$ cat src/hdl/pesd_defines.svh
`ifndef PESD_DEFINES_SVH
`define PESD_DEFINES_SVH

// ----------------------------------------------------------------
// event selection field layout
// ----------------------------------------------------------------
`define PESD_SEL7_HI       31
`define PESD_SEL7_LO       25
`define PESD_SEL6_HI       30
`define PESD_MASK_HI       24
`define PESD_MASK_LO       9
`define PESD_CFG_HI        15
`define PESD_CFG_LO        13

// ----------------------------------------------------------------
// event encodings
// ----------------------------------------------------------------
`define PESD_HANDOVER_SEL  7'h05
`define PESD_HANDOVER_CFG  3'h0
`define PESD_QWRITE_SEL    7'h09
`define PESD_QWRITE_CFG    3'h0
`define PESD_MISPRED_SEL   6'h05
`define PESD_MISPRED_CFG   3'h2
`define PESD_RETBR_SEL     6'h04
`define PESD_RETBR_CFG     3'h2

// ----------------------------------------------------------------
// mask bit positions
// ----------------------------------------------------------------
`define PESD_M_HANDOVER    0
`define PESD_M_BUILD       0
`define PESD_M_DELIVER     1
`define PESD_M_ROM         2
`define PESD_M_COND        1
`define PESD_M_CALL        2
`define PESD_M_RETURN      3
`define PESD_M_INDIRECT    4

// ----------------------------------------------------------------
// reset values
// ----------------------------------------------------------------
`define PESD_RST_INC       4'h0

`endif

$ cat src/hdl/pesd_pkg.sv
package pesd_pkg;
    // which event a selection register currently picks
    typedef enum logic [2:0] {
        PESD_EV_NONE     = 3'h0,
        PESD_EV_HANDOVER = 3'h1,
        PESD_EV_QWRITE   = 3'h3,
        PESD_EV_MISPRED  = 3'h2,
        PESD_EV_RETBR    = 3'h6
    } pesd_event_t;
endpackage

$ cat src/hdl/pesd_decoder.sv
`include "pesd_defines.svh"

module pesd_decoder (
    input  wire logic        clk_i,            // core clock
    input  wire logic        reset_n_i,        // async reset, active low
    input  wire logic [31:0] seq_sel_a_i,      // sequencer_event_sel_reg_a
    input  wire logic [31:0] seq_sel_b_i,      // sequencer_event_sel_reg_b
    input  wire logic [31:0] br_sel_a_i,       // branch_unit_event_sel_reg_a
    input  wire logic [31:0] br_sel_b_i,       // branch_unit_event_sel_reg_b
    input  wire logic [15:0] ccr_4_i,          // counter_configuration_reg 4
    input  wire logic [15:0] ccr_5_i,          // counter_configuration_reg 5
    input  wire logic [15:0] ccr_6_i,          // counter_configuration_reg 6
    input  wire logic [15:0] ccr_7_i,          // counter_configuration_reg 7
    input  wire logic        delivery_handover_event_i, // to sequencer pulse
    input  wire logic        uop_write_i,      // valid queue write pulse
    input  wire logic        src_trace_building_i,   // write in build mode
    input  wire logic        src_trace_delivering_i, // write in deliver mode
    input  wire logic        src_rom_i,        // write from microcode rom
    input  wire logic        br_retire_i,      // branch retires
    input  wire logic        br_mispred_i,     // retiring branch mispredicted
    input  wire logic        br_cond_i,        // conditional jump
    input  wire logic        br_call_i,        // indirect call
    input  wire logic        br_return_i,      // return
    input  wire logic        br_indirect_i,    // indirect jump
    output logic       [3:0] cnt_inc_o         // increment, counters 7..4
);

    // ------------------------------------------------------------
    // event decode per selection register
    // ------------------------------------------------------------
    function automatic pesd_pkg::pesd_event_t seq_decode(
        input logic [31:0] sel
    );
        logic [6:0] code;
        code = sel[`PESD_SEL7_HI:`PESD_SEL7_LO];
        if (code == `PESD_HANDOVER_SEL)
            seq_decode = pesd_pkg::PESD_EV_HANDOVER;
        else if (code == `PESD_QWRITE_SEL)
            seq_decode = pesd_pkg::PESD_EV_QWRITE;
        else
            seq_decode = pesd_pkg::PESD_EV_NONE;
    endfunction

    // branch unit uses a 6-bit select field, bit 31 is ignored
    function automatic pesd_pkg::pesd_event_t br_decode(
        input logic [31:0] sel
    );
        logic [5:0] code;
        code = sel[`PESD_SEL6_HI:`PESD_SEL7_LO];
        if (code == `PESD_MISPRED_SEL)
            br_decode = pesd_pkg::PESD_EV_MISPRED;
        else if (code == `PESD_RETBR_SEL)
            br_decode = pesd_pkg::PESD_EV_RETBR;
        else
            br_decode = pesd_pkg::PESD_EV_NONE;
    endfunction

    // ------------------------------------------------------------
    // qualified event for one register and its counter's config
    // ------------------------------------------------------------
    function automatic logic seq_hit(
        input logic [31:0] sel,
        input logic [15:0] ccr,
        input logic        handover,
        input logic        qw,
        input logic        s_build,
        input logic        s_deliv,
        input logic        s_rom
    );
        logic [15:0] m;
        logic [2:0]  cfg;
        m       = sel[`PESD_MASK_HI:`PESD_MASK_LO];
        cfg     = ccr[`PESD_CFG_HI:`PESD_CFG_LO];
        seq_hit = 1'b0;
        case (seq_decode(sel))
            pesd_pkg::PESD_EV_HANDOVER: begin
                seq_hit = (cfg == `PESD_HANDOVER_CFG)
                        & m[`PESD_M_HANDOVER] & handover;
            end
            pesd_pkg::PESD_EV_QWRITE: begin
                seq_hit = (cfg == `PESD_QWRITE_CFG) & qw
                        & ((m[`PESD_M_BUILD]   & s_build)
                        |  (m[`PESD_M_DELIVER] & s_deliv)
                        |  (m[`PESD_M_ROM]        & s_rom));
            end
            default: seq_hit = 1'b0;
        endcase
    endfunction

    // no overcount filter: replayed trace builds may count again
    function automatic logic br_hit(
        input logic [31:0] sel,
        input logic [15:0] ccr,
        input logic        retire,
        input logic        mispred,
        input logic [3:0]  kind // indirect, return, call, cond
    );
        logic [15:0] m;
        logic [2:0]  cfg;
        logic        typ;
        m   = sel[`PESD_MASK_HI:`PESD_MASK_LO];
        cfg = ccr[`PESD_CFG_HI:`PESD_CFG_LO];
        typ = (m[`PESD_M_COND]   & kind[0])
            | (m[`PESD_M_CALL]   & kind[1])
            | (m[`PESD_M_RETURN] & kind[2])
            | (m[`PESD_M_INDIRECT] & (kind[1] | kind[2] | kind[3]));
        br_hit = 1'b0;
        case (br_decode(sel))
            pesd_pkg::PESD_EV_MISPRED: begin
                br_hit = (cfg == `PESD_MISPRED_CFG)
                       & retire & mispred & typ;
            end
            pesd_pkg::PESD_EV_RETBR: begin
                br_hit = (cfg == `PESD_RETBR_CFG) & retire & typ;
            end
            default: br_hit = 1'b0;
        endcase
    endfunction

    // ------------------------------------------------------------
    // counter routing
    // ------------------------------------------------------------
    logic [3:0] inc_ff;
    logic [3:0] nxt_inc;
    logic [3:0] kind;
    logic [3:0] seq_part;
    logic [3:0] br_part;

    assign kind = {br_indirect_i, br_return_i, br_call_i, br_cond_i};

    always_comb begin
        seq_part = 4'h0;
        br_part  = 4'h0;
        // register a reaches only 4 and 5, register b only 6 and 7
        seq_part[0] = seq_hit(seq_sel_a_i, ccr_4_i,
            delivery_handover_event_i, uop_write_i, src_trace_building_i,
            src_trace_delivering_i, src_rom_i);
        seq_part[1] = seq_hit(seq_sel_a_i, ccr_5_i,
            delivery_handover_event_i, uop_write_i, src_trace_building_i,
            src_trace_delivering_i, src_rom_i);
        seq_part[2] = seq_hit(seq_sel_b_i, ccr_6_i,
            delivery_handover_event_i, uop_write_i, src_trace_building_i,
            src_trace_delivering_i, src_rom_i);
        seq_part[3] = seq_hit(seq_sel_b_i, ccr_7_i,
            delivery_handover_event_i, uop_write_i, src_trace_building_i,
            src_trace_delivering_i, src_rom_i);
        br_part[0] = br_hit(br_sel_a_i, ccr_4_i, br_retire_i,
            br_mispred_i, kind);
        br_part[1] = br_hit(br_sel_a_i, ccr_5_i, br_retire_i,
            br_mispred_i, kind);
        br_part[2] = br_hit(br_sel_b_i, ccr_6_i, br_retire_i,
            br_mispred_i, kind);
        br_part[3] = br_hit(br_sel_b_i, ccr_7_i, br_retire_i,
            br_mispred_i, kind);
        // a counter's config picks one unit; both can never be legal
        nxt_inc = seq_part | br_part;
    end

    always_ff @(posedge clk_i or negedge reset_n_i) begin
        if (!reset_n_i) begin
            inc_ff <= `PESD_RST_INC;
        end else begin
            inc_ff <= nxt_inc;
        end
    end

    assign cnt_inc_o = inc_ff;

    // ------------------------------------------------------------
    // checks
    // ------------------------------------------------------------
    logic [6:0] sa_code;
    logic [2:0] c4_cfg;
    logic [5:0] ba_code;
    logic [2:0] c6_cfg;
    logic [15:0] sa_m;
    logic [15:0] bb_m;
    logic [6:0] sb_code;
    logic [2:0] c5_cfg;
    assign sa_code = seq_sel_a_i[`PESD_SEL7_HI:`PESD_SEL7_LO];
    assign ba_code = br_sel_a_i[`PESD_SEL6_HI:`PESD_SEL7_LO];
    assign c4_cfg  = ccr_4_i[`PESD_CFG_HI:`PESD_CFG_LO];
    assign c6_cfg  = ccr_6_i[`PESD_CFG_HI:`PESD_CFG_LO];
    assign sa_m    = seq_sel_a_i[`PESD_MASK_HI:`PESD_MASK_LO];
    assign bb_m    = br_sel_b_i[`PESD_MASK_HI:`PESD_MASK_LO];
    assign sb_code = seq_sel_b_i[`PESD_SEL7_HI:`PESD_SEL7_LO];
    assign c5_cfg  = ccr_5_i[`PESD_CFG_HI:`PESD_CFG_LO];
endmodule

$ cat config.mk
export PLATFORM = sky130hd
export DESIGN_NAME = pesd_decoder
export DESIGN_NICKNAME = d
export VERILOG_FILES = /design/src/hdl/pesd_pkg.sv /design/src/hdl/pesd_decoder.sv
export VERILOG_INCLUDE_DIRS = /design/src /design/src/hdl
export SDC_FILE = /design/constraint.sdc
export NUM_CORES = 1
export LEC_CHECK = 0
export ABC_CLOCK_PERIOD_IN_PS = 800
export BUFFER_PORTS_ARGS = -buffer_cell sky130_fd_sc_hd__buf_2
export CORE_AREA = 2 2 82 84
export CTS_CLUSTER_DIAMETER = 120
export CTS_CLUSTER_SIZE = 20
export DETAILED_ROUTE_END_ITERATION = 10
export DIE_AREA = 0 0 84 86
export MAX_ROUTING_LAYER = met4
export SYNTH_ARGS = -nofsm -noshare
export SYNTH_HDL_FRONTEND = slang
export SYNTH_SLANG_ARGS = --single-unit
$ cat constraint.sdc
create_clock -name clk_i -period 0.8 [get_ports clk_i]
set_input_delay 0.04 -clock clk_i [delete_from_list [all_inputs] [get_ports clk_i]]
set_output_delay 0.04 -clock clk_i [all_outputs]
set_load 0.02 [all_outputs]
==> metrics.cfg, run 1 <==
[global_routing]
grt_pass1_vias = 653
top_usage_layer = met2
gr-usage-met2_pct = 9.53
grt_antenna_before_repair = 0
grt.met1_usage_pct = 8.33
grt_max_degree = 5
track_usage_pct = 6.22
grt_overflow = 0
grt_pass1_wl_um = 3250
grtUsageMet3_pct = 1.54

[layout]
final_util_pct = 16.4
antennaDiodeCount = 0
drive_gt1_share_pct = 67.5
nets = 333
syn_to_final_growth_pct = 169
nFillCells = 727
largest_reg_flops = 4

[timing]
rsz0062_at_grt = yes
period_share_pct = 169
slew_headroom_pct = 72.3
finalMaxSlewViolations = 0
min_period_ns = 1.35
fin_ws_ns = -0.550
max_freq_mhz = 741
finalSetupTns_ns = -1.76
final-setup-viol-count = 4
hold_viol = 0
worst_pin_slew_ns = 0.412

[pwr]
power.switching_uw = 208
p_leak_uw = 0.000491
switching_share_pct = 22.6
powerDensity_nw_per_um2 = 890
internal_power_uw = 711
power_frac_seq_pct = 22.2
vdd_drop_max_mv = 0.443
total_power_uw = 919
comb_power_share_pct = 33.4
clkPwrFrac_pct = 44.4

[outcome]
violations = negative setup slack
status = finished, violations left

[floorplanning]
io_pins = 209
die_h_um = 86
die_x_um = 84
rows = 29
core_area_sq_um = 6280
start_util_pct = 6.12
dieArea_sq_um = 7220

[detailed_routing]
drtIter0Drc = 44
via_per_inst = 3.59
route.detailed.drc = 0
wire_per_inst_um = 11.4
firstDrtPassIters = 6
vias = 729
ant_nets = 0
drt-total-wl_um = 2320

[clock_tree]
numCtsBuffers = 3
cts_tree = built
clk_root_buffer_cell = clkbuf_8
path_clk_slew_ns = 0.03
cts.sinks = 4
cts.htree.levels = 1
cts_buffer_depth = 2

[synthesis]
synthMuxAreaShare_pct = 0
synth_fa_ha_area_share_pct = 0
synth_nets = 247
synth_cells = 42
yosys.area_share.simple_pct = 32.9
yosysWarningCount = 0
synth_top_area_share_pct = 26.1
synth_xor_area_share_pct = 0
synth-seq-cells = 4
ys_types = 21
synth.top_cells.by_area = dfrtp_1 (26%), a211oi_2 (6.5%), a211oi_1 (5.9%)
postSynthAreaPerCell_sq_um = 9.15
yosysSeqAreaShare_pct = 26.1
synth_top_family_by_area = compound AO/OA/AOI/OAI gates
syn-cell-area_sq_um = 384
synth_compound_area_share_pct = 38.1
yosysTopAreaCell = dfrtp_1

[run]
cap_violations = 0

[hold_path]
hold_path.class = in2reg
hp-start = ccr_4_i[13]

[setup_path]
cp.arrival_ns = 1.47
worstSetupPathType = in2reg
cp_max_fo = 2
critPathLaunchType = primary input
startpoint = seq_sel_a_i[26]
crit_chain = buf_6 > or4b_4 > a211o_1 > or3_1 > a211oi_2
required_ns = 0.92
worst_path_largest_cell_delay_ns = 0.52
crit_slowest_cell = or4b_4
end_kind = register

[placement]
dp_hpwl_um = 2030
port_buffers = 68
place_congestion = 0.643

[cells in the mapped netlist]
library cell  n
a211oi_1      3
or4b_2        1
o21ai_0       2
dfrtp_1       4
nand3b_1      3
nand3_1       4
inv_1         3
a31oi_1       1
a22oi_1       2
or3_1         2
a211oi_2      2
and4b_1       1
o31ai_1       2
a211o_1       1
nand4b_1      1
a2111oi_0     1
nand4bb_1     1
nand2_1       3
or4b_1        2
a222oi_1      2
a2111oi_2     1
[power by group through the flow]
stage	clock network, uW	registers [uW]	logic, uW
3_5_place_dp	0	206	262
4_1_cts	417	204	304
5_1_grt	448	204	333
3_3_place_gp	0	207	259
6_report	408	204	306
2_1_floorplan	0	207	55.9
[worst paths after layout]
| check | slack (ns) | end | cells after the start |
|---|---|---|---|
| min | 0.006 | cnt_inc_o[0] | 2 |
| max in group asynchronous | 0.51 | cnt_inc_o[2] | 2 |
| max | -0.55 | cnt_inc_o[0] | 5 |
| min in group asynchronous | 0.17 | cnt_inc_o[1] | 2 |
[per-layer routing]
| layer | wire length [um] | part of all wire, % |
|---|---|---|
| met4 | 0 | 0 |
| met3 | 197 | 8.5 |
| met1 | 1060 | 45 |
| met2 | 1070 | 46 |
| met5 | 0 | 0 |
[through the flow]
stage | hold slack, ns | worst slack, ns | area (sq um) | instances
6_report | 0.00589 | -0.550 | 1030 | 203
2_1_floorplan | -0.256 | -0.597 | 409 | 42
5_1_grt | 0.00125 | -0.575 | 1030 | 203
3_5_place_dp | -0.146 | -0.767 | 883 | 192
3_3_place_gp | -0.142 | -0.732 | 883 | 192
4_1_cts | 0.00309 | -0.548 | 1030 | 203
[critical path: cells and delay by family]
kind	cells	cell delay (ns)
AND/OR/NAND/NOR	2	0.90
AO/OA/AOI/OAI	2	0.44
buffers and inverters	1	0.09
[cell type report]
cell class / instances / area (sq um) / area share [%]
tap: 77 / 96.3 / 9.33
inverter: 3 / 11.3 / 1.09
clock buffer: 3 / 41.3 / 4.00
timing repair buffer: 81 / 470 / 45.6
sequential: 4 / 100 / 9.70
multi-input combinational: 35 / 313 / 30.3
[cell usage in the layout (no fill, tap or decap)]
master,instances
nand2_1,3
or4b_4,3
nand4b_1,1
buf_4,5
or3_1,2
nand3_1,4
nand4bb_1,1
a2111oi_4,1
a22oi_1,2
a222oi_1,2
nand3b_1,3
a211oi_2,5
o21ai_0,2
buf_2,66
inv_1,3
buf_6,2
and4b_1,1
a31oi_1,1
a2111oi_1,1
o31ai_1,2
dfrtp_1,4
clkbuf_8,3
dlygate4sd3_1,8
a211o_1,1
[repair_timing]
item                                   in CTS  in global routing
hold buffers                                8                  0
endpoints found under the hold margin       8                  0
buffers inserted                            0                  0
gates resized for setup                     5                  1
setup endpoints to repair                   4                  4
pin swaps                                   8                  1
[logic make-up after synthesis]
kind of cell,Yosys count
AOI/OAI and AO/OA,17
buffers and inverters,3
DFF,4
and+or+nand+nor,18
Note: power is estimated with default switching activity, not from simulation.
==> run 2: changes to the inputs <==
- ABC_AREA: not set -> 1
- CORE_AREA: 2 2 82 84 -> 2 2 81 83
- DIE_AREA: 0 0 84 86 -> 0 0 83 85
==> run 2 against run 1 <==
The run now ends clean. Power is 2.3% higher. Sequential power hardly changed. Die area is 2.3% lower. Non-clock buffer count is 12 lower.
==> metrics.cfg, run 2 <==
[synthesis]
synth_top_flop_cell = dfrtp_1
postSynthAreaPerCell_sq_um = 5.21  ; -43%
syn-cell-area_sq_um = 532  ; +38%
yosysTopAreaCell = nand2_1
synth_cells = 102  ; +140%
synth_top_area_share_pct = 19.1  ; -7.0 points
yosysWarningCount = 0  ; unchanged
synth-edff-count = 0  ; unchanged
synth_commonest_cells = nand2_1 (27), nor2_1 (24), nand3_1 (15)
yosysMostFrequentCell = nand2_1
ys_types = 9  ; -57%
yosysSeqAreaShare_pct = 18.8  ; -7.2 points
synth_nets = 307  ; +24%
synth.top_cells.by_area = nand2_1 (19%), dfrtp_1 (19%), nor2_1 (17%)
synth-seq-cells = 4  ; unchanged
synthArstFlopShare_pct = 100  ; unchanged

[setup_path]
cp_num_cells = 1  ; -4
crit_slowest_cell = dfrtp_1
end_kind = output pin
critPathLaunchType = register
setup.worst_path.end = cnt_inc_o[2]
crit_chain = buf_2
cp_top_family = flip-flops
cp.arrival_ns = 0.72  ; -0.75 ns
worstSetupPathType = reg2out
worst_path_largest_cell_delay_ns = 0.35  ; -0.17 ns
startpoint = cnt_inc_o[2]
cp_max_fo = 1  ; -1
required_ns = 0.76  ; -0.16 ns
worst-path-buf-inv = 1  ; unchanged

[floorplanning]
die_h_um = 85  ; -1.2%
core_area_sq_um = 6200  ; -1.2%
start_util_pct = 8.57  ; +2.5 points
io_pins = 209  ; unchanged
die_x_um = 83  ; -1.2%
dieArea_sq_um = 7060  ; -2.3%
rows = 29  ; unchanged

[global_routing]
grt_max_degree = 5  ; unchanged
grt_pass1_vias = 796  ; +22%
grt_pass1_wl_um = 3640  ; +12%
track_usage_pct = 6.90  ; +0.68 points
grt_overflow = 0  ; unchanged
grt_antenna_before_repair = 2  ; +2

[clock_tree]
cts.sinks = 4  ; unchanged
numCtsBuffers = 3  ; unchanged
cts_tree = built
clk_root_buffer_cell = clkbuf_8
cts.htree.levels = 1  ; unchanged
cts_buffer_depth = 2  ; unchanged
path_clk_slew_ns = 0.03  ; about the same

[timing]
hold_viol = 0  ; unchanged
period_share_pct = 95.0  ; -74 points
finalSetupTns_ns = 0  ; +1.76 ns
max_freq_mhz = 1320  ; +78%
rsz0062_at_grt = no
min_period_ns = 0.760  ; -0.590 ns
worst_pin_slew_ns = 0.208  ; -0.204 ns
fin_ws_ns = 0.0397  ; +0.590 ns
finalMaxSlewViolations = 0  ; unchanged
final-setup-viol-count = 0  ; -4
slew_headroom_pct = 86.0  ; +14 points

[placement]
port_buffers = 68  ; unchanged
dp_hpwl_um = 2310  ; +14%
place_ws_ns = -0.00695  ; +0.760 ns
place_congestion = 0.693  ; +7.7%

[detailed_routing]
drt-total-wl_um = 2430  ; +4.7%
via_per_inst = 3.31  ; -7.9%
firstDrtPassIters = 2  ; -4
wire_per_inst_um = 9.61  ; -16%
vias = 837  ; +15%
drtIter0Drc = 13  ; -70%
ant_nets = 0  ; unchanged
route.detailed.drc = 0  ; unchanged

[pwr]
vdd_drop_max_mv = 0.548  ; +24%
p_leak_uw = 0.000603  ; +23%
powerDensity_nw_per_um2 = 917  ; +3.1%

[layout]
seq_area_sq_um = 100  ; unchanged
syn_to_final_growth_pct = 92.7
drive_gt1_share_pct = 46.0  ; -21 points
multiInputGateArea_sq_um = 383  ; +22%
layout.cells.most_common = buf_2
nets = 381  ; +14%
largest_reg_flops = 4  ; unchanged
layout_common_cells = buf_2 (68), nand2_1 (27), nor2_1 (24), nand3_1 (15), inv_1 (13)
nFillCells = 710  ; -2.3%
final_util_pct = 16.5  ; +0.071 points

[run]
cap_violations = 0  ; unchanged

[hold_path]
hold_path.class = in2reg

[outcome]
status = completed

-- run 2: routing by layer --
layer | global-route usage (%) | vias to the layer above | wire length, um | part of all wire, %
met3 | 2.63 | 0 | 303 | 12
li1 | - | 466 | - | -
met1 | 9.44 | 317 | 1260 | 52
met5 | - | - | 0 | 0
met4 | 1.34 | 0 | 0 | 0
met2 | 9.68 | 54 | 863 | 35
-- run 2: worst min path at each step --
stage | slack (ns) | end | start | depth (start not counted)
after floorplan | -0.26 | cnt_inc_o[0] | reset_n_i | 0
after global placement | -0.16 | cnt_inc_o[3] | reset_n_i | 1
after detailed placement | -0.15 | cnt_inc_o[3] | reset_n_i | 1
after CTS | 0.14 | cnt_inc_o[0] | ccr_4_i[15] | 4
after global routing | 0.16 | cnt_inc_o[1] | ccr_5_i[13] | 4
final | 0.14 | cnt_inc_o[1] | ccr_5_i[15] | 4
-- run 2: kinds of logic (layout without fill, tap and decap cells) --
group | count (synthesis) | after routing | share of synthesized area, %
and+or+nand+nor | 83 | 83 | 70.1
DFF | 4 | 4 | 18.8
AOI/OAI and AO/OA | 2 | 2 | 1.88
buffers and inverters | 13 | 85 | 9.18
other | 0 | 2 | 0
-- run 2: repair_timing --
action | CTS | global route
endpoints found under the hold margin | 4 | 0
setup buffers | 0 | 0
hold buffers | 1 | 0
gates resized for setup | 0 | 0
-- run 2: layout make-up --
cell class | count | share of cell area [%]
Inverter | 13 | 4.76
Timing Repair Buffer | 69 | 34.2
Multi-Input combinational cell | 85 | 37.4
Sequential cell | 4 | 9.77
Tap cell | 77 | 9.40
Clock buffer | 3 | 4.03
Antenna cell | 2 | 0.488
-- run 2: power by group --
group,internal (uW),switching [uW]
clock network,320,96.0
registers,204,0.0756
logic,167,152
-- run 2: stage by stage --
| stage | area [sq um] | instances | hold WS [ns] | power, uW |
|---|---|---|---|---|
| after CTS | 1020 | 251 | 0.139 | 957 |
| final | 1020 | 253 | 0.136 | 940 |
| after detailed placement | 968 | 247 | -0.153 | 524 |
| after global routing | 1020 | 253 | 0.164 | 999 |
| after global placement | 968 | 247 | -0.156 | 519 |
| after floorplan | 532 | 102 | -0.256 | 317 |
